--- src/pkg/spsf_pkg.sv ---
// Constants, types and register map of the serial port status flag block.
// What this block does
// - Failed parity check sets status bit 0.
// - Bad stop bit or break sets bit 1.
// - Noisy received frame sets status bit 2.
// - Frame arriving while data unread sets bit 3.
// - Idle receive line sets status bit 4.
// - Status read then data read clears errors.
// - Receive data register load sets bit 5.
// - Data read or writing zero clears bit 5.
// - Last frame sent, buffer empty sets bit 6.
// - Status read then data write, or zero clears 6.
// - Shifter taking transmit word sets bit 7.
// - Writing the data register clears bit 7.
// - Break sets bit 8; writing zero clears.
// - Enabled flow input toggle sets bit 9.
// - Nine registers decoded at word offsets.
// - Enabled events ORed onto one interrupt.
package spsf_pkg;
  localparam int         ADDR_W       = 8;
  localparam logic [7:0] OFS_STATUS   = 8'h00;
  localparam logic [7:0] OFS_DATA     = 8'h04;
  localparam logic [7:0] OFS_BAUD     = 8'h08;
  localparam logic [7:0] OFS_CTL1     = 8'h0C;
  localparam logic [7:0] OFS_CTL2     = 8'h10;
  localparam logic [7:0] OFS_CTL3     = 8'h14;
  localparam logic [7:0] OFS_GUARD    = 8'h18;
  localparam logic [7:0] OFS_EVENT    = 8'h1C;
  localparam logic [7:0] OFS_MASK     = 8'h20;
  localparam int         ST_W         = 10;
  localparam int         B_PE         = 0;
  localparam int         B_FE         = 1;
  localparam int         B_NE         = 2;
  localparam int         B_ORE        = 3;
  localparam int         B_IDLE       = 4;
  localparam int         B_RXNE       = 5;
  localparam int         B_TC         = 6;
  localparam int         B_TXE        = 7;
  localparam int         B_LBD        = 8;
  localparam int         B_CTS        = 9;
  localparam logic [9:0] ST_RESET     = 10'h0C0;
  localparam logic [9:0] ST_W0C       = 10'h360;
  localparam int         C1_RX_EN     = 2;
  localparam int         C1_TX_EN     = 3;
  localparam int         C1_PAR_ODD   = 9;
  localparam int         C1_PAR_EN    = 10;
  localparam int         C3_CTS_EN    = 9;
  localparam logic [15:0] REG_RESET   = 16'h0000;
  localparam logic [15:0] MIN_PERIOD  = 16'h0010;
  localparam logic [3:0] DATA_BITS    = 4'h8;

  typedef enum logic [1:0] {RX_IDLE = 2'b01, RX_BUSY = 2'b10} spsf_rx_t;
  typedef enum logic [1:0] {TX_IDLE = 2'b01, TX_BUSY = 2'b10} spsf_tx_t;
endpackage : spsf_pkg
--- src/logic/spsf_top.sv ---
// Serial port with status flags, register file and Wishbone slave.
//
// The Wishbone interface to the registers is this design's own decision.
`timescale 1ns/1ps
module spsf_top (
  input  wire logic                     clk_i,
  input  wire logic                     rst_i,
  input  wire logic                     wb_cyc_i,
  input  wire logic                     wb_stb_i,
  input  wire logic                     wb_we_i,
  input  wire logic [spsf_pkg::ADDR_W-1:0] wb_adr_i,
  input  wire logic [3:0]               wb_sel_i,
  input  wire logic [31:0]              wb_dat_i,
  output logic      [31:0]              wb_dat_o,
  output logic                          wb_ack_o,
  input  wire logic                     rx_i,
  output logic                          tx_o,
  input  wire logic                     clear_to_send_n_i,
  output logic                          irq_o
);
  import spsf_pkg::*;

  logic [ST_W-1:0] status;
  logic [ST_W-1:0] events;
  logic [15:0]     irq_mask;
  logic [15:0]     baud_divider;
  logic [15:0]     control_one;
  logic [15:0]     control_two;
  logic [15:0]     control_three;
  logic [15:0]     guard_time_prescale;
  logic [ST_W-1:0] set_vec;
  logic [ST_W-1:0] clr_vec;
  logic [ST_W-1:0] lane_mask;
  logic [31:0]     next_rdat;
  logic            req;
  logic            rd_status;
  logic            rd_data;
  logic            wr_data;
  logic            wr_status;
  logic            seen;
  logic            seen_rxne;
  logic            clr_err;
  logic            clr_pe;
  logic            clr_tc_seq;
  logic            unmapped;
  logic            rx_meta;
  logic            rx_s;
  logic            cts_meta;
  logic            cts_s;
  logic            cts_d;
  logic            cts_en;
  logic            par_en;
  logic [15:0]     period;
  logic [15:0]     half;
  spsf_rx_t        rx_state;
  logic [15:0]     rx_cnt;
  logic [3:0]      rx_idx;
  logic [7:0]      rx_shift;
  logic [7:0]      rx_hold;
  logic            rx_par;
  logic            rx_s0;
  logic            rx_s1;
  logic            rx_noise;
  logic            rx_eval;
  logic            rx_vote;
  logic            rx_last;
  logic            rx_done;
  logic            noise_now;
  logic            stop_bad;
  logic            par_fail;
  logic            brk;
  logic [19:0]     idle_cnt;
  logic [19:0]     idle_len;
  logic            idle_armed;
  logic            idle_pulse;
  spsf_tx_t        tx_state;
  logic [15:0]     tx_cnt;
  logic [3:0]      tx_bit;
  logic [10:0]     tx_frame;
  logic [7:0]      tx_buf;
  logic            tx_go;
  logic            tx_load;
  logic            tx_done;
  logic            tx_end_bit;

  // Byte-lane merge for the plain read-write registers.
  function automatic logic [15:0] merge16(input logic [15:0] old, input logic [31:0] d,
                                          input logic [3:0] s);
    merge16 = {s[1] ? d[15:8] : old[15:8], s[0] ? d[7:0] : old[7:0]};
  endfunction : merge16

  // Address check behind the unmapped flag used by the reserved-zero assertion.
  function automatic logic is_mapped(input logic [ADDR_W-1:0] a);
    is_mapped = (a == OFS_STATUS) || (a == OFS_DATA) || (a == OFS_BAUD) ||
                (a == OFS_CTL1) || (a == OFS_CTL2) || (a == OFS_CTL3) ||
                (a == OFS_GUARD) || (a == OFS_EVENT) || (a == OFS_MASK);
  endfunction : is_mapped

  // One access per request; ack is dropped the cycle after it is given.
  assign req       = wb_cyc_i && wb_stb_i && !wb_ack_o;
  assign rd_status = req && !wb_we_i && (wb_adr_i == OFS_STATUS);
  assign rd_data   = req && !wb_we_i && (wb_adr_i == OFS_DATA);
  assign wr_data   = req && wb_we_i && (wb_adr_i == OFS_DATA) && wb_sel_i[0];
  assign wr_status = req && wb_we_i && (wb_adr_i == OFS_STATUS);
  assign unmapped  = !is_mapped(wb_adr_i);
  assign lane_mask = {{2{wb_sel_i[1]}}, {8{wb_sel_i[0]}}};

  // The two-step clearing sequences are remembered across accesses.
  always_ff @(posedge clk_i) begin
    if (rst_i) begin
      seen      <= 1'b0;
      seen_rxne <= 1'b0;
    end else if (rd_status) begin
      seen      <= 1'b1;
      seen_rxne <= status[B_RXNE];
    end else if (rd_data || wr_data) begin
      seen      <= 1'b0;
    end
  end

  assign clr_err    = rd_data && seen;
  assign clr_pe     = clr_err && seen_rxne;
  assign clr_tc_seq = wr_data && seen;

  // Bus acknowledge, one cycle after the request is seen.
  always_ff @(posedge clk_i) begin
    if (rst_i) begin
      wb_ack_o <= 1'b0;
    end else begin
      wb_ack_o <= req;
    end
  end

  // Read mux; an unmapped address answers with zero.
  always_comb begin
    next_rdat = 32'h0000_0000;
    if (wb_adr_i == OFS_STATUS) begin
      next_rdat = {22'h00_0000, status};
    end else if (wb_adr_i == OFS_DATA) begin
      next_rdat = {24'h00_0000, rx_hold};
    end else if (wb_adr_i == OFS_BAUD) begin
      next_rdat = {16'h0000, baud_divider};
    end else if (wb_adr_i == OFS_CTL1) begin
      next_rdat = {16'h0000, control_one};
    end else if (wb_adr_i == OFS_CTL2) begin
      next_rdat = {16'h0000, control_two};
    end else if (wb_adr_i == OFS_CTL3) begin
      next_rdat = {16'h0000, control_three};
    end else if (wb_adr_i == OFS_GUARD) begin
      next_rdat = {16'h0000, guard_time_prescale};
    end else if (wb_adr_i == OFS_EVENT) begin
      next_rdat = {22'h00_0000, events};
    end else if (wb_adr_i == OFS_MASK) begin
      next_rdat = {22'h00_0000, irq_mask[ST_W-1:0]};
    end
  end

  // Read data is held until the next read.
  always_ff @(posedge clk_i) begin
    if (rst_i) begin
      wb_dat_o <= 32'h0000_0000;
    end else if (req && !wb_we_i) begin
      wb_dat_o <= next_rdat;
    end
  end

  // Plain configuration registers with byte lanes.
  always_ff @(posedge clk_i) begin
    if (rst_i) begin
      baud_divider        <= REG_RESET;
      control_one         <= REG_RESET;
      control_two         <= REG_RESET;
      control_three       <= REG_RESET;
      guard_time_prescale <= REG_RESET;
      irq_mask            <= REG_RESET;
    end else if (req && wb_we_i) begin
      if (wb_adr_i == OFS_BAUD) begin
        baud_divider <= merge16(baud_divider, wb_dat_i, wb_sel_i);
      end else if (wb_adr_i == OFS_CTL1) begin
        control_one <= merge16(control_one, wb_dat_i, wb_sel_i);
      end else if (wb_adr_i == OFS_CTL2) begin
        control_two <= merge16(control_two, wb_dat_i, wb_sel_i);
      end else if (wb_adr_i == OFS_CTL3) begin
        control_three <= merge16(control_three, wb_dat_i, wb_sel_i);
      end else if (wb_adr_i == OFS_GUARD) begin
        guard_time_prescale <= merge16(guard_time_prescale, wb_dat_i, wb_sel_i);
      end else if (wb_adr_i == OFS_MASK) begin
        irq_mask <= merge16(irq_mask, wb_dat_i, wb_sel_i) & 16'h03FF;
      end
    end
  end

  // Transmit holding word, written through the data window.
  always_ff @(posedge clk_i) begin
    if (rst_i) begin
      tx_buf <= 8'h00;
    end else if (wr_data) begin
      tx_buf <= wb_dat_i[7:0];
    end
  end

  // Pins from the far side pass two flops before use.
  always_ff @(posedge clk_i) begin
    if (rst_i) begin
      rx_meta  <= 1'b1;
      rx_s     <= 1'b1;
      cts_meta <= 1'b1;
      cts_s    <= 1'b1;
      cts_d    <= 1'b1;
    end else begin
      rx_meta  <= rx_i;
      rx_s     <= rx_meta;
      cts_meta <= clear_to_send_n_i;
      cts_s    <= cts_meta;
      cts_d    <= cts_s;
    end
  end

  // Bit period in clocks; tiny divisors are raised so three samples fit.
  assign period = (baud_divider < MIN_PERIOD) ? MIN_PERIOD : baud_divider;
  assign half   = {1'b0, period[15:1]};
  assign par_en = control_one[C1_PAR_EN];
  assign cts_en = control_three[C3_CTS_EN];

  // Three samples around mid-bit are voted; any disagreement is noise.
  assign rx_eval   = (rx_state == RX_BUSY) && (rx_cnt == half + 16'h0001);
  assign rx_vote   = (rx_s0 & rx_s1) | (rx_s0 & rx_s) | (rx_s1 & rx_s);
  assign noise_now = rx_noise | (rx_s0 != rx_s1) | (rx_s1 != rx_s);
  assign rx_last   = rx_idx == (par_en ? DATA_BITS + 4'h2 : DATA_BITS + 4'h1);
  assign rx_done   = rx_eval && rx_last;
  assign stop_bad  = !rx_vote;
  assign par_fail  = par_en && ((^rx_shift ^ rx_par) != control_one[C1_PAR_ODD]);
  assign brk       = (rx_shift == 8'h00) && !rx_vote && !(par_en && rx_par);

  // Receiver: start, data bits LSB first, optional parity, stop.
  always_ff @(posedge clk_i) begin
    if (rst_i) begin
      rx_state <= RX_IDLE;
      rx_cnt   <= 16'h0000;
      rx_idx   <= 4'h0;
      rx_shift <= 8'h00;
      rx_par   <= 1'b0;
      rx_s0    <= 1'b1;
      rx_s1    <= 1'b1;
      rx_noise <= 1'b0;
    end else begin
      case (rx_state)
        RX_IDLE: begin
          rx_cnt   <= 16'h0000;
          rx_idx   <= 4'h0;
          rx_noise <= 1'b0;
          if (control_one[C1_RX_EN] && !rx_s) begin
            rx_state <= RX_BUSY;
          end
        end
        RX_BUSY: begin
          rx_cnt <= (rx_cnt == period - 16'h0001) ? 16'h0000 : rx_cnt + 16'h0001;
          if (rx_cnt == period - 16'h0001) begin
            rx_idx <= rx_idx + 4'h1;
          end
          if (rx_cnt == half - 16'h0001) begin
            rx_s0 <= rx_s;
          end
          if (rx_cnt == half) begin
            rx_s1 <= rx_s;
          end
          if (rx_eval) begin
            rx_noise <= noise_now;
            if (rx_idx == 4'h0 && rx_vote) begin
              rx_state <= RX_IDLE;  // A glitch, not a start bit.
            end else if (rx_idx >= 4'h1 && rx_idx <= DATA_BITS) begin
              rx_shift <= {rx_vote, rx_shift[7:1]};
            end else if (rx_idx == DATA_BITS + 4'h1 && par_en) begin
              rx_par <= rx_vote;
            end
            if (rx_last) begin
              rx_state <= RX_IDLE;  // Resync at mid stop bit.
            end
          end
        end
        default: begin
          rx_state <= RX_IDLE;
        end
      endcase
    end
  end

  // An overrun keeps the unread word; the new frame is lost.
  always_ff @(posedge clk_i) begin
    if (rst_i) begin
      rx_hold <= 8'h00;
    end else if (rx_done && !status[B_RXNE]) begin
      rx_hold <= rx_shift;
    end
  end

  // Idle is ten bit periods of high line after a received frame, once per gap.
  assign idle_len   = 20'({period, 3'b000}) + 20'({period, 1'b0});
  assign idle_pulse = idle_armed && rx_s && (rx_state == RX_IDLE) && (idle_cnt == idle_len - 20'h00001);
  always_ff @(posedge clk_i) begin
    if (rst_i) begin
      idle_cnt   <= 20'h00000;
      idle_armed <= 1'b0;
    end else begin
      if (rx_done) begin
        idle_armed <= 1'b1;
      end else if (idle_pulse) begin
        idle_armed <= 1'b0;
      end
      if (!rx_s || rx_state != RX_IDLE || idle_pulse) begin
        idle_cnt <= 20'h00000;
      end else if (idle_armed) begin
        idle_cnt <= idle_cnt + 20'h00001;
      end
    end
  end

  // Transmit starts only with a full buffer and, if enabled, the far side ready.
  assign tx_go      = (tx_state == TX_IDLE) && control_one[C1_TX_EN] && !status[B_TXE] &&
                      (!cts_en || !cts_s);
  assign tx_load    = tx_go;
  assign tx_end_bit = (tx_state == TX_BUSY) && (tx_cnt == period - 16'h0001);
  assign tx_done    = tx_end_bit && (tx_bit == (par_en ? 4'hA : 4'h9));

  // Transmitter shifts start, data, optional parity and stop out.
  always_ff @(posedge clk_i) begin
    if (rst_i) begin
      tx_state <= TX_IDLE;
      tx_cnt   <= 16'h0000;
      tx_bit   <= 4'h0;
      tx_frame <= 11'h7FF;
      tx_o     <= 1'b1;
    end else begin
      tx_o <= (tx_state == TX_BUSY) ? tx_frame[0] : 1'b1;
      case (tx_state)
        TX_IDLE: begin
          tx_cnt <= 16'h0000;
          tx_bit <= 4'h0;
          if (tx_go) begin
            tx_frame <= {1'b1, par_en ? (^tx_buf ^ control_one[C1_PAR_ODD]) : 1'b1, tx_buf, 1'b0};
            tx_state <= TX_BUSY;
          end
        end
        TX_BUSY: begin
          tx_cnt <= tx_end_bit ? 16'h0000 : tx_cnt + 16'h0001;
          if (tx_end_bit) begin
            tx_frame <= {1'b1, tx_frame[10:1]};
            tx_bit   <= tx_bit + 4'h1;
          end
          if (tx_done) begin
            tx_state <= TX_IDLE;
          end
        end
        default: begin
          tx_state <= TX_IDLE;
        end
      endcase
    end
  end

  // Hardware events that raise status bits.
  always_comb begin
    set_vec         = '0;
    set_vec[B_PE]   = rx_done && par_fail;
    set_vec[B_FE]   = rx_done && stop_bad;
    set_vec[B_NE]   = rx_done && noise_now;
    set_vec[B_ORE]  = rx_done && status[B_RXNE];
    set_vec[B_IDLE] = idle_pulse;
    set_vec[B_RXNE] = rx_done && !status[B_RXNE];
    set_vec[B_TC]   = tx_done && status[B_TXE];
    set_vec[B_TXE]  = tx_load;
    set_vec[B_LBD]  = rx_done && brk;
    set_vec[B_CTS]  = cts_en && (cts_s != cts_d);
  end

  // Software clears; write-zero acts only on its own bits and byte lanes.
  always_comb begin
    clr_vec         = wr_status ? (~wb_dat_i[ST_W-1:0] & ST_W0C & lane_mask) : '0;
    clr_vec[B_PE]   = clr_pe;
    clr_vec[B_FE]   = clr_err;
    clr_vec[B_NE]   = clr_err;
    clr_vec[B_ORE]  = clr_err;
    clr_vec[B_IDLE] = clr_err;
    clr_vec[B_RXNE] = clr_vec[B_RXNE] | rd_data;
    clr_vec[B_TC]   = clr_vec[B_TC] | clr_tc_seq;
    clr_vec[B_TXE]  = wr_data;
  end

  // A set in the same cycle as a clear wins, so no event is lost.
  always_ff @(posedge clk_i) begin
    if (rst_i) begin
      status <= ST_RESET;
    end else begin
      status <= set_vec | (status & ~clr_vec);
    end
  end

  // Sticky event copy for interrupts, cleared by writing ones.
  always_ff @(posedge clk_i) begin
    if (rst_i) begin
      events <= '0;
    end else if (req && wb_we_i && wb_adr_i == OFS_EVENT) begin
      events <= set_vec | (events & ~(wb_dat_i[ST_W-1:0] & lane_mask));
    end else begin
      events <= set_vec | events;
    end
  end

  // Single level interrupt from all unmasked events.
  always_ff @(posedge clk_i) begin
    if (rst_i) begin
      irq_o <= 1'b0;
    end else begin
      irq_o <= |(events & irq_mask[ST_W-1:0]);
    end
  end

  parity_set_a: assert property (
    @(posedge clk_i) disable iff (rst_i) rx_done && par_fail |=> status[B_PE])
    else $error("parity flag not raised");

  frame_set_a: assert property (
    @(posedge clk_i) disable iff (rst_i) rx_done && !rx_vote |=> status[B_FE])
    else $error("framing flag not raised");

  noise_set_a: assert property (
    @(posedge clk_i) disable iff (rst_i) rx_done && noise_now |=> status[B_NE])
    else $error("noise flag not raised");

  overrun_keep_a: assert property (
    @(posedge clk_i) disable iff (rst_i) rx_done && status[B_RXNE] |=> status[B_ORE] && $stable(rx_hold))
    else $error("overrun not flagged or word overwritten");

  rxne_load_a: assert property (
    @(posedge clk_i) disable iff (rst_i)
    rx_done && !status[B_RXNE] |=> status[B_RXNE] && rx_hold == $past(rx_shift))
    else $error("receive word not loaded");

  rxne_clear_a: assert property (
    @(posedge clk_i) disable iff (rst_i) rd_data && !set_vec[B_RXNE] |=> !status[B_RXNE])
    else $error("data read did not clear receive flag");

  err_clear_a: assert property (
    @(posedge clk_i) disable iff (rst_i) rd_status ##1 (!req [*2]) ##1 (rd_data && !rx_done)
    |=> !status[B_FE] && !status[B_NE] && !status[B_ORE])
    else $error("status then data read left errors set");

  tc_set_a: assert property (
    @(posedge clk_i) disable iff (rst_i) tx_done && status[B_TXE] |=> status[B_TC] && tx_state == TX_IDLE)
    else $error("transmit complete not raised");

  tc_clear_a: assert property (
    @(posedge clk_i) disable iff (rst_i) clr_tc_seq && !set_vec[B_TC] |=> !status[B_TC])
    else $error("transmit complete not cleared");

  txe_load_a: assert property (
    @(posedge clk_i) disable iff (rst_i) tx_load |=> status[B_TXE] && tx_state == TX_BUSY ##1 !tx_o)
    else $error("shifter load did not empty buffer");

  txe_clear_a: assert property (
    @(posedge clk_i) disable iff (rst_i) wr_data && !tx_load |=> !status[B_TXE])
    else $error("data write did not fill buffer");

  cts_change_a: assert property (
    @(posedge clk_i) disable iff (rst_i) cts_en && $changed(cts_d) |-> status[B_CTS])
    else $error("flow input change not flagged");

  irq_level_a: assert property (
    @(posedge clk_i) disable iff (rst_i) |(events & irq_mask[ST_W-1:0]) |=> irq_o)
    else $error("interrupt not raised");

  reserved_zero_a: assert property (
    @(posedge clk_i) disable iff (rst_i) req && !wb_we_i && (rd_status || unmapped) |=>
    wb_ack_o && wb_dat_o[31:ST_W] == 22'h00_0000)
    else $error("reserved status bits not zero");

endmodule : spsf_top

--- config.mk ---
export PLATFORM = sky130hd
export DESIGN_NAME = spsf_top
export DESIGN_NICKNAME = d
export VERILOG_FILES = /design/src/pkg/spsf_pkg.sv /design/src/logic/spsf_top.sv
export SDC_FILE = /design/constraint.sdc
export NUM_CORES = 1
export LEC_CHECK = 0
export BUFFER_PORTS_ARGS = -buffer_cell sky130_fd_sc_hd__buf_2
export CORE_ASPECT_RATIO = 1.4
export CORE_MARGIN = 2
export CORE_UTILIZATION = 35
export CTS_CLUSTER_SIZE = 40
export DETAILED_ROUTE_END_ITERATION = 12
export GPL_TIMING_DRIVEN = 0
export HOLD_SLACK_MARGIN = 0.15
export PLACE_DENSITY = 0.55
export SKIP_LAST_GASP = 1
export SYNTH_ARGS = -nofsm -noshare
export SYNTH_HDL_FRONTEND = slang
export SYNTH_SLANG_ARGS = --single-unit
export TNS_END_PERCENT = 100
--- constraint.sdc ---
create_clock -name clk_i -period 5.6 [get_ports clk_i]
set_input_delay 0.28 -clock clk_i [delete_from_list [all_inputs] [get_ports clk_i]]
set_output_delay 0.28 -clock clk_i [all_outputs]
set_load 0.01 [all_outputs]
# Word level (Yosys, flattened, before mapping)
# Index checks and enable logic that the tools add are counted.
# totals
ff_bits,256
output_inout_bits,35
wordCells,242
# op_classes
addsub,10
order_cmp,3
n_eq_ne,33
n_mux,39
bitwise_logic,30
n_reduce_logical,86
# op_table
operator,count
16-bit 2-to-1 mux,10
16-bit equality test,4
16-bit case mux with 2 select lines,2
10-bit bitwise AND,5
10-bit 2-to-1 mux,4
1-bit logical AND,39
16-bit by 1-bit adder with 16-bit output (second input constant),2
8-bit by 5-bit equality test with 1-bit output (second input constant),4
10-bit inverter,3
10-bit bitwise OR,3
11-bit 2-to-1 mux,2
11-bit case mux with 2 select lines,1
19-bit by 17-bit adder with 20-bit output,1
20-bit by 1-bit adder with 20-bit output (second input constant),1
20-bit equality test,1
20-bit by 1-bit subtractor with 20-bit output (second input constant),1
15-bit by 1-bit adder with 16-bit output (second input constant),1
16-bit by 15-bit equality test with 1-bit output,1
8-bit by 4-bit equality test with 1-bit output (second input constant),2
8-bit zero test,2
16-bit by 5-bit < comparator with 1-bit output (second input constant),1
4-bit case mux with 2 select lines,2
8-bit AND reduction,2
8-bit parity,2
other kinds (36),105

# Depth between registers and ports, before layout
# Gate-level depths: netlist of run 1.
# logic_depth
depth_word,10
ltp_mapped,21
ltp_nobuf,17

# Least setup slack after synthesis of run 1
# OpenSTA, ideal clock, no wires.
# synth_path
kind,reg2reg
startpoint,register baud_divider[14]
endpoint,register idle_cnt[10]
setup_ps,117
arrival_time_ps,4526
setup_slack_ps,956
stages_incl_launch_ff,21
n_path_buf,4
synth_period_minus_slack_ps,4644
path_cell_list,dfxtp_1 > clkbuf_1 > inv_1 > ha_1 > nand2b_1 > buf_2 > o41ai_1 > ha_1 > inv_1 > ha_1 > a211oi_1 > o21ai_0 > a41oi_1 > o21ai_0 > xnor2_1 > a211o_1 > nor4_1 > a31o_2 > buf_2 > buf_2 > nor2_1
# synth_between
elab_chain_cells,8
# synth_lines
element,line_no,source
start: declaration,spsf_top.sv:26,logic [15:0] baud_divider;
start signal: assignment,spsf_top.sv:178,"baud_divider <= merge16(baud_divider, wb_dat_i, wb_sel_i);"
16-bit by 5-bit < comparator with 1-bit output,spsf_top.sv:220,assign period = (baud_divider < MIN_PERIOD) ? MIN_PERIOD : baud_divider;
16-bit 2-to-1 mux *,spsf_top.sv:220,
19-bit by 17-bit adder with 20-bit output *,spsf_top.sv:298,"assign idle_len = 20'({period, 3'b000}) + 20'({period, 1'b0});"
20-bit by 1-bit subtractor with 20-bit output *,spsf_top.sv:299,assign idle_pulse = idle_armed && rx_s && (rx_state == RX_IDLE) && (idle_cnt == idle_len - 20'h00001);
20-bit equality test *,spsf_top.sv:299,
1-bit logical AND *,spsf_top.sv:299,
1-bit logical OR *,spsf_top.sv:310,if (!rx_s || rx_state != RX_IDLE || idle_pulse) begin
2-bit OR reduction (no line) *,--,
end signal: assignment,spsf_top.sv:313,idle_cnt <= idle_cnt + 20'h00001;
end: declaration,spsf_top.sv:72,logic [19:0] idle_cnt;
# Mark *: on every way between the ends. The rest lies on a longest branch, timed or not.
# A chain may end at the register's enable or synchronous reset.

# Worst setup path after layout of run 1
# layout_path
startpoint,register baud_divider[14]
endpoint,register events[6]
# layout_between
elab_chain_cells,9
word_cells_on_any_way,10
classes_between,1 x add/sub; 1 x order compare; 1 x eq/ne; 2 x mux; 2 x bitwise; 3 x reduce/logical
# layout_lines
element,line_no,source
16-bit by 5-bit < comparator with 1-bit output,spsf_top.sv:220,
16-bit 2-to-1 mux *,spsf_top.sv:220,
16-bit by 1-bit subtractor with 16-bit output *,spsf_top.sv:322,assign tx_end_bit = (tx_state == TX_BUSY) && (tx_cnt == period - 16'h0001);
16-bit equality test *,spsf_top.sv:322,
1-bit logical AND *,spsf_top.sv:322,
1-bit logical AND *,spsf_top.sv:323,assign tx_done = tx_end_bit && (tx_bit == (par_en ? 4'hA : 4'h9));
1-bit logical AND *,spsf_top.sv:370,set_vec[B_TC] = tx_done && status[B_TXE];
10-bit bitwise OR (on tied branches),"spsf_top.sv:405, spsf_top.sv:403",
10-bit 2-to-1 mux *,spsf_top.sv:402,end else if (req && wb_we_i && wb_adr_i == OFS_EVENT) begin
end signal: assignment,spsf_top.sv:403,events <= set_vec | (events & ~(wb_dat_i[ST_W-1:0] & lane_mask));
end signal: assignment,spsf_top.sv:405,events <= set_vec | events;
end: declaration,spsf_top.sv:24,logic [ST_W-1:0] events;
# Marked as above.

==> results of run 1 <==
-- placed cells by master, fill, tap and decap left out, types with 14 or more instances in the layout --
master     count
a211oi_1      22
clkbuf_1      94
o22ai_1       14
xnor2_1       96
nand4_1       33
nor3_1        49
a21oi_1      104
inv_1         72
a31oi_1       14
buf_4         27
dfxtp_1      239
conb_1        16
clkbuf_16     26
a21o_1        18
xor2_1        45
nor2_1       221
mux2i_1      113
buf_2         49
a22oi_1       17
and2_1        15
ha_1          55
nand3_1       90
nand2_1      160
and3_1        27
o21ai_0       67
-- layer usage --
layer,global-route usage (%),vias up
li1,-,6631
met1,28.09,6704
met2,43.98,473
met3,2.660,178
met4,17.60,0
met5,0,-
-- final cells by class --
cell class	instances	area, um2	share of cell area (%)
repair buffers	56	350.3	2.086
well taps	546	683.2	4.068
inverters	75	285.3	1.699
plain buffers	136	629.4	3.747
clock inverters	14	91.34	0.5438
multi-input cells	1393	9234	54.98
flip-flops and latches	239	4785	28.49
clock buffers	33	737.0	4.388
-- flip-flops by register name (all words and copies together), names as in the netlist, 16 cells and up --
| register | flops |
|---|---|
| baud_divider | 16 |
| control_one | 16 |
| control_three | 16 |
| control_two | 16 |
| guard_time_prescale | 16 |
| idle_cnt | 20 |
| rx_cnt | 16 |
| tx_cnt | 16 |
| wb_dat_o | 16 |
-- worst max-delay path, cell delays in order, from the launching register on --
cell,delay [ps]
dfxtp_1,330
buf_2,230
clkinvlp_4,210
ha_1,300
nand2b_1,80
clkbuf_4,250
o41ai_4,500
ha_1,290
buf_2,270
nor3b_4,370
nand4_1,340
a21o_1,280
a21oi_1,320
xnor2_1,160
nor4_4,470
nand3_2,230
or3b_1,480
a21oi_1,150
-- stage by stage --
| stage | hold slack, ps | util, % | cell area (um2) | cells | setup slack [ps] |
|---|---|---|---|---|---|
| after floorplan | 383.8 | - | 14850 | 1844 | 956.4 |
| after global placement | 398.2 | 37.44 | 15720 | 2428 | -716.2 |
| after detailed placement | 398.4 | 37.44 | 15720 | 2428 | -726.3 |
| after CTS | 176.5 | 39.87 | 16740 | 2489 | 21.05 |
| after global routing | 217.2 | 40.01 | 16790 | 2492 | -3.179 |
| final | 196.4 | 40.01 | 16790 | 2492 | 224.1 |
-- logic make-up (layout without fill, tap and decap cells) --
| logic type | count (synthesis) | after routing | synth area share, % |
|---|---|---|---|
| other | 1 | 16 | 0.02536 |
| adders and majority gates | 56 | 56 | 4.788 |
| xor gates and xnor gates | 142 | 142 | 8.503 |
| AOI/OAI and AO/OA | 369 | 369 | 17.07 |
| muxes | 118 | 118 | 8.105 |
| and+or+nand+nor | 692 | 692 | 23.00 |
| DFF | 239 | 239 | 32.35 |
| buffers and inverters | 212 | 314 | 6.159 |
-- power breakdown --
part | internal (mW) | switching [mW]
Sequential | 1.71 | 0.00580
Clock | 0.931 | 0.759
Combinational | 0.0677 | 0.182
-- what timing repair did --
item | 4_1_cts | 5_1_grt
hold endpoints to repair | 33 | 0
gates resized for setup | 9 | 9
pin swaps | 3 | 2
setup buffers | 5 | 3
hold buffers | 10 | 0
endpoints found under the setup margin | 93 | 79
-- how the worst max path moves through the flow --
stage | end | slack [ps] | cells past startpoint
after floorplan | idle_cnt[10] | 960 | 20
after global placement | idle_armed | -720 | 18
after detailed placement | idle_cnt[11] | -730 | 20
after CTS | tx_cnt[13] | 20 | 18
after global routing | rx_hold[5] | -3 | 21
final | events[6] | 220 | 17
==> impl_results.md, run 1 <==
* Core Area at 41,980 um2
* Met2 Routed Length at 27,200 um
* Clk Latency, worst-skew pair at 580 ps
* Share of layout cells above drive strength 1 at 9.353%
* Total track usage at approximately 25%
* Leakage at 6.352 nW
* YS warnings at 0
* Hpwl dp at 42,010 um
* GPL Wtd Cong at 0.9747
* CTS tree: done
* WHS Path Cells at 3
* Yosys top cell by area: dfxtp_1
* Setup violations, final at 0
* Wire length per cell at 22.21 um
* Worst Path Arrival at slightly below 6000 ps
* Min-delay src: wb_dat_i[9]
* Reg2Reg Depth at 17
* Final Skew at between 30 and 40 ps
* Syn Area/Cell at 8.086 um2
* CTS buffer count at 26
* ANT nets after route at 0
* Netlist Area Pre-Place at 14,790 um2
* Grt ovf at 0
* Syn Inst Count at 1,829
* Top FF cell, synth: dfxtp_1
* Fmax at 186.0 MHz
* Critical path capture point type: flop
* Final Power at 3.653 mW
* Placement row count at 89
* Reg-to-reg startpoint: baud_divider[14]
* Reg2reg setup slack at 220 ps
* Setup_tns at 0 ps
* Syn-to-layout area delta at 13.56%
* Initial Utilization at 35.23%
* Register bit count reported by yosys at between 200 and 250
* Synth cell count leaders: dfxtp_1, nor2_1, nand2_1
* Top sig layer: met4
* Post-layout min period at ~5400 ps
* Max VDD drop at 0.2534 mV
* Proportion of netlist area held by the largest area contributor at between 30% and 40%
* Crit path kind: flop to flop
* Max FO, Critical Path at 10
* Crit start category: flop
* Pre-antenna DRT Iters at 5
* Wirelength, routed at between 50,000 and 60,000 um
* Clk sinks at 239
* Worst EP required at 6060 ps
* Chip Width at 177.7 um
* CTS H-Tree Depth at 1
* PortBufs at 38
* Cell Pwr Density at 217.5 nW/um2
* Clk buf depth at 3
* Initial antenna violation count at 0
* Worst hold-check path type: input port to flop
* Global-route wire length before repair at 83,410 um
* Slew margin rel. at 20.15%
* Vias in the first global route at 13,890
* Largest net degree at the start of global routing at 14
* Top cells by area, synth: dfxtp_1, mux2i_1, xnor2_1
* Clk slew on worst S/H paths at 60 ps
* Cell variety after synth at between 80 and 90
* Ys async rst share at 0%
* Top-count cell post-synth: dfxtp_1
* Total number of vias at 13,990
* Max-slew violations at 0
* CP startpoint: baud_divider[14]
* Final nets at ~2,000
* Vias per std cell at 5.612
* Status: finished, final reports clean
* DR DRC count at 0
* # IOs at 86
* Die area at 43,940 um2
* Hold worst-path end: control_two[9]
* Period utilization at 96.00%
* First-iteration detailed-routing DRC count at 956
* Sequential area share after synthesis at 32.35%
* Met1 WL at approximately 21,000 um
* MaxCap Viol Count at 0
* Fill count at 4,361
* Die span in y at 247.2 um
* Final Hold Vio Count at 0
* Met3 routed WL at 2438 um
* Number of synthesized flops with an enable pin at 0
* Worst-Margin Slew at 1193 ps
* FF-to-FF End: events[6]
* CTS Root Cell: clkbuf_16
* Antenna Cells at 0
Power figures use the tool's default switching activity.
==> run 2, diff against run 1 <==
==> constraint.sdc (replaced) <==
create_clock -name clk_i -period 6.7 [get_ports clk_i]
set_input_delay 0.335 -clock clk_i [delete_from_list [all_inputs] [get_ports clk_i]]
set_output_delay 0.335 -clock clk_i [all_outputs]
set_load 0.01 [all_outputs]
==> run 2 against run 1 <==
Compared with the run above:
- worst setup slack better by 120 ps
- global-route usage down 0.062 points
- core utilization fell by 0.33 points
- first-iteration DRC count grew 1.3%
- register-to-register slack better by 120 ps
- hold slack improved by 68 ps
- total power is 16% lower
- flip-flop and latch count unchanged
- design area decreased by 0.83%
- clock-buffer cell count stayed put
- sequential share of layout area increased by 0.24 points
- clock power fell by 16%
- critical path type unchanged
- critical endpoint unchanged
- largest cell class unchanged
==> impl_results.md, run 2 (synthesized netlist as in run 1, its figures left out) <==
* Clk buf depth at 3 (unchanged)
* First-iteration detailed-routing DRC count at 968 (was 956)
* Hpwl dp at 42,010 um (unchanged)
* Largest net degree at the start of global routing at 14 (unchanged)
* Clk sinks at 239 (unchanged)
* Share of layout cells above drive strength 1 at 8.613% (was 9.353%)
* Worst hold-check path type: input port to flop (unchanged)
* Post-CTS Setup Bufs at 0 (was 5)
* Wire length per cell at 22.20 um (was 22.21 um)
* Reg2reg setup slack at 340 ps (was 220 ps)
* Slowest stage delay, CP at 800 ps (was 500 ps)
* Antenna Cells at 0 (unchanged)
* Max reg flops at 20 (unchanged)
* Core Area at 41,980 um2 (unchanged)
* Reg-to-reg startpoint: baud_divider[14] (unchanged)
* Vias in the first global route at 13,830 (was 13,890)
* Cell Pwr Density at 183.5 nW/um2 (was 217.5 nW/um2)
* Global-route wire length before repair at 83,290 um (was 83,410 um)
* Max-slew violations at 0 (unchanged)
* Pre-antenna DRT Iters at 5 (unchanged)
* CTS tree: done (unchanged)
* Worst Path Arrival at 6820 ps (was 5840 ps)
* Status: finished, final reports clean (unchanged)
* Clk Latency, worst-skew pair at 580 ps (about the same)
* GPL Wtd Cong at 0.9747 (unchanged)
* Crit path kind: flop to flop (unchanged)
* Slowest-stage cell, CP: o41ai_4 (unchanged)
* Leakage at 6.280 nW (was 6.352 nW)
* Syn-to-layout area delta at 12.61% (was 13.56%)
* Setup violations, final at 0 (unchanged)
* MaxCap Viol Count at 0 (unchanged)
* CTS H-Tree Depth at 1 (unchanged)
* Kind of cell adding the most delay to the critical path: compound AO/OA/AOI/OAI gates (was simple AND/OR/NAND/NOR gates)
* Reg2Reg Depth at 16 (was 17)
* Post-layout min period at 6358 ps (was 5376 ps)
* DR DRC count at 0 (unchanged)
* Fmax at 157.3 MHz (was 186.0 MHz)
* Wirelength, routed at 55,170 um (was 55,360 um)
* RSZ-0062 raised after global routing: no
* Critical path capture point type: flop (unchanged)
* CTS buffer count at 26 (unchanged)
* Initial antenna violation count at 0 (unchanged)
* Commonest non-fill, non-tap cell in the layout: dfxtp_1 (unchanged)
* FF-to-FF End: events[6] (unchanged)
* Max VDD drop at 0.2112 mV (was 0.2534 mV)
* Most frequent cells in the layout: dfxtp_1, nor2_1, nand2_1, mux2i_1, a21oi_1 (unchanged)
* Worst Path Buf+Inv at 5 (was 4)
* Worst-Margin Slew at 1220 ps (was 1193 ps)
* CTS Root Cell: clkbuf_16 (unchanged)
* Final nets at 2,027 (was 2,034)
* # IOs at 86 (unchanged)
* Total track usage at 24.99% (was 25.05%)
* Biggest register: idle_cnt (unchanged)
* Chip Width at 177.7 um (unchanged)
* Worst EP required at 7170 ps (was 6060 ps)
* Period utilization at 94.89% (was 96.00%)
* WHS Path Cells at 3 (unchanged)
* ANT nets after route at 0 (unchanged)
* Vias per std cell at 5.621 (was 5.612)
* Setup_tns at 0 ps (unchanged)
* PortBufs at 38 (unchanged)
* Final Hold Vio Count at 0 (unchanged)
* Hold worst-path end: control_two[9] (unchanged)
* Total number of vias at 13,970 (was 13,990)
* Placement row count at 89 (unchanged)
* Post-route cell area at 16,650 um2 (was 16,790 um2)
* Max FO, Critical Path at 10 (unchanged)
* Initial Utilization at 35.23% (unchanged)
* Final Skew at 35.85 ps (was 36.38 ps)
* Min-delay src: wb_dat_i[9] (unchanged)
* Post-DP Area at 15,720 um2 (unchanged)
* Critical path, cell by cell: clkbuf_1 -> inv_1 -> ha_1 -> nand2b_1 -> buf_2 -> o41ai_4 -> ha_1 -> clkbuf_1 -> nor4b_1 -> buf_2 -> a31oi_1 -> a2111oi_0 -> nor4b_4 -> nand3_2 -> or3b_1 -> a21oi_1 (was buf_2 -> clkinvlp_4 -> ha_1 -> nand2b_1 -> clkbuf_4 -> o41ai_4 -> ha_1 -> buf_2 -> nor3b_4 -> nand4_1 -> a21o_1 -> a21oi_1 -> xnor2_1 -> nor4_4 -> nand3_2 -> or3b_1 -> a21oi_1)
* Clk slew on worst S/H paths at 60 ps (about the same)
* Slew margin rel. at 18.35% (was 20.15%)
* Die area at 43,940 um2 (unchanged)
* Die span in y at 247.2 um (unchanged)
* Grt ovf at 0 (unchanged)
* Crit start category: flop (unchanged)
==> run 2: worst max path at each step <==
stage,start,endpoint,slack (ps),depth (start not counted)
after floorplan,baud_divider[14],idle_cnt[10],2060,20
after global placement,baud_divider[14],idle_armed,380,18
after detailed placement,baud_divider[14],idle_cnt[11],370,20
after CTS,baud_divider[14],idle_cnt[11],330,20
after global routing,baud_divider[14],events[6],5,16
final,baud_divider[14],events[6],340,16
==> run 2: metal layers <==
metal | vias to the layer above | wire [um] | track usage [%] | part of all wire, %
li1 | 6621 | - | - | -
met1 | 6672 | 21450 | 28.06 | 39
met2 | 492 | 27040 | 44.09 | 49
met3 | 183 | 2457 | 2.475 | 4.5
met4 | 0 | 4224 | 17.29 | 7.7
met5 | - | 0 | 0 | 0
==> run 2: stage by stage <==
step | util, % | instances | worst slack, ps | total power [mW] | hold slack [ps]
floorplan | - | 1844 | 2056 | 1.582 | 389.5
global placement | 37.44 | 2428 | 383.8 | 1.665 | 398.2
detailed placement | 37.44 | 2428 | 373.7 | 1.667 | 398.4
CTS | 39.65 | 2485 | 331.0 | 3.083 | 231.5
global route | 39.67 | 2485 | 5.480 | 3.143 | 273.9
finish | 39.67 | 2485 | 342.1 | 3.056 | 264.7
==> run 2: final cells by class <==
| cell class | instances | area [um2] |
|---|---|---|
| Buffer | 137 | 629.4 |
| Clock buffer | 33 | 737.0 |
| Clock inverter | 14 | 91.34 |
| Fill cell | 4367 | 25330 |
| Inverter | 75 | 281.5 |
| Multi-Input combinational cell | 1393 | 9158 |
| Sequential cell | 239 | 4785 |
| Tap cell | 546 | 683.2 |
| Timing Repair Buffer | 48 | 290.3 |
==> run 2: worst min-delay path, delay by kind of cell <==
family | cells | cell delay [ps]
buffers and inverters | 1 | 240
AND/OR/NAND/NOR | 1 | 150
AO/OA/AOI/OAI | 1 | 70
==> run 2: power breakdown <==
group	switching [mW]	leakage, nW	internal, mW
registers	0.00485	1.93	1.43
logic	0.151	3.95	0.0565
clock network	0.637	0.407	0.778
total	0.793	6.28	2.26
==> run 2: timing repair <==
| item | CTS | global route |
|---|---|---|
| hold buffers | 10 | 0 |
| endpoints found under the hold margin | 33 | 0 |
| gates resized for setup | 0 | 1 |
| setup endpoints to repair | 0 | 10 |
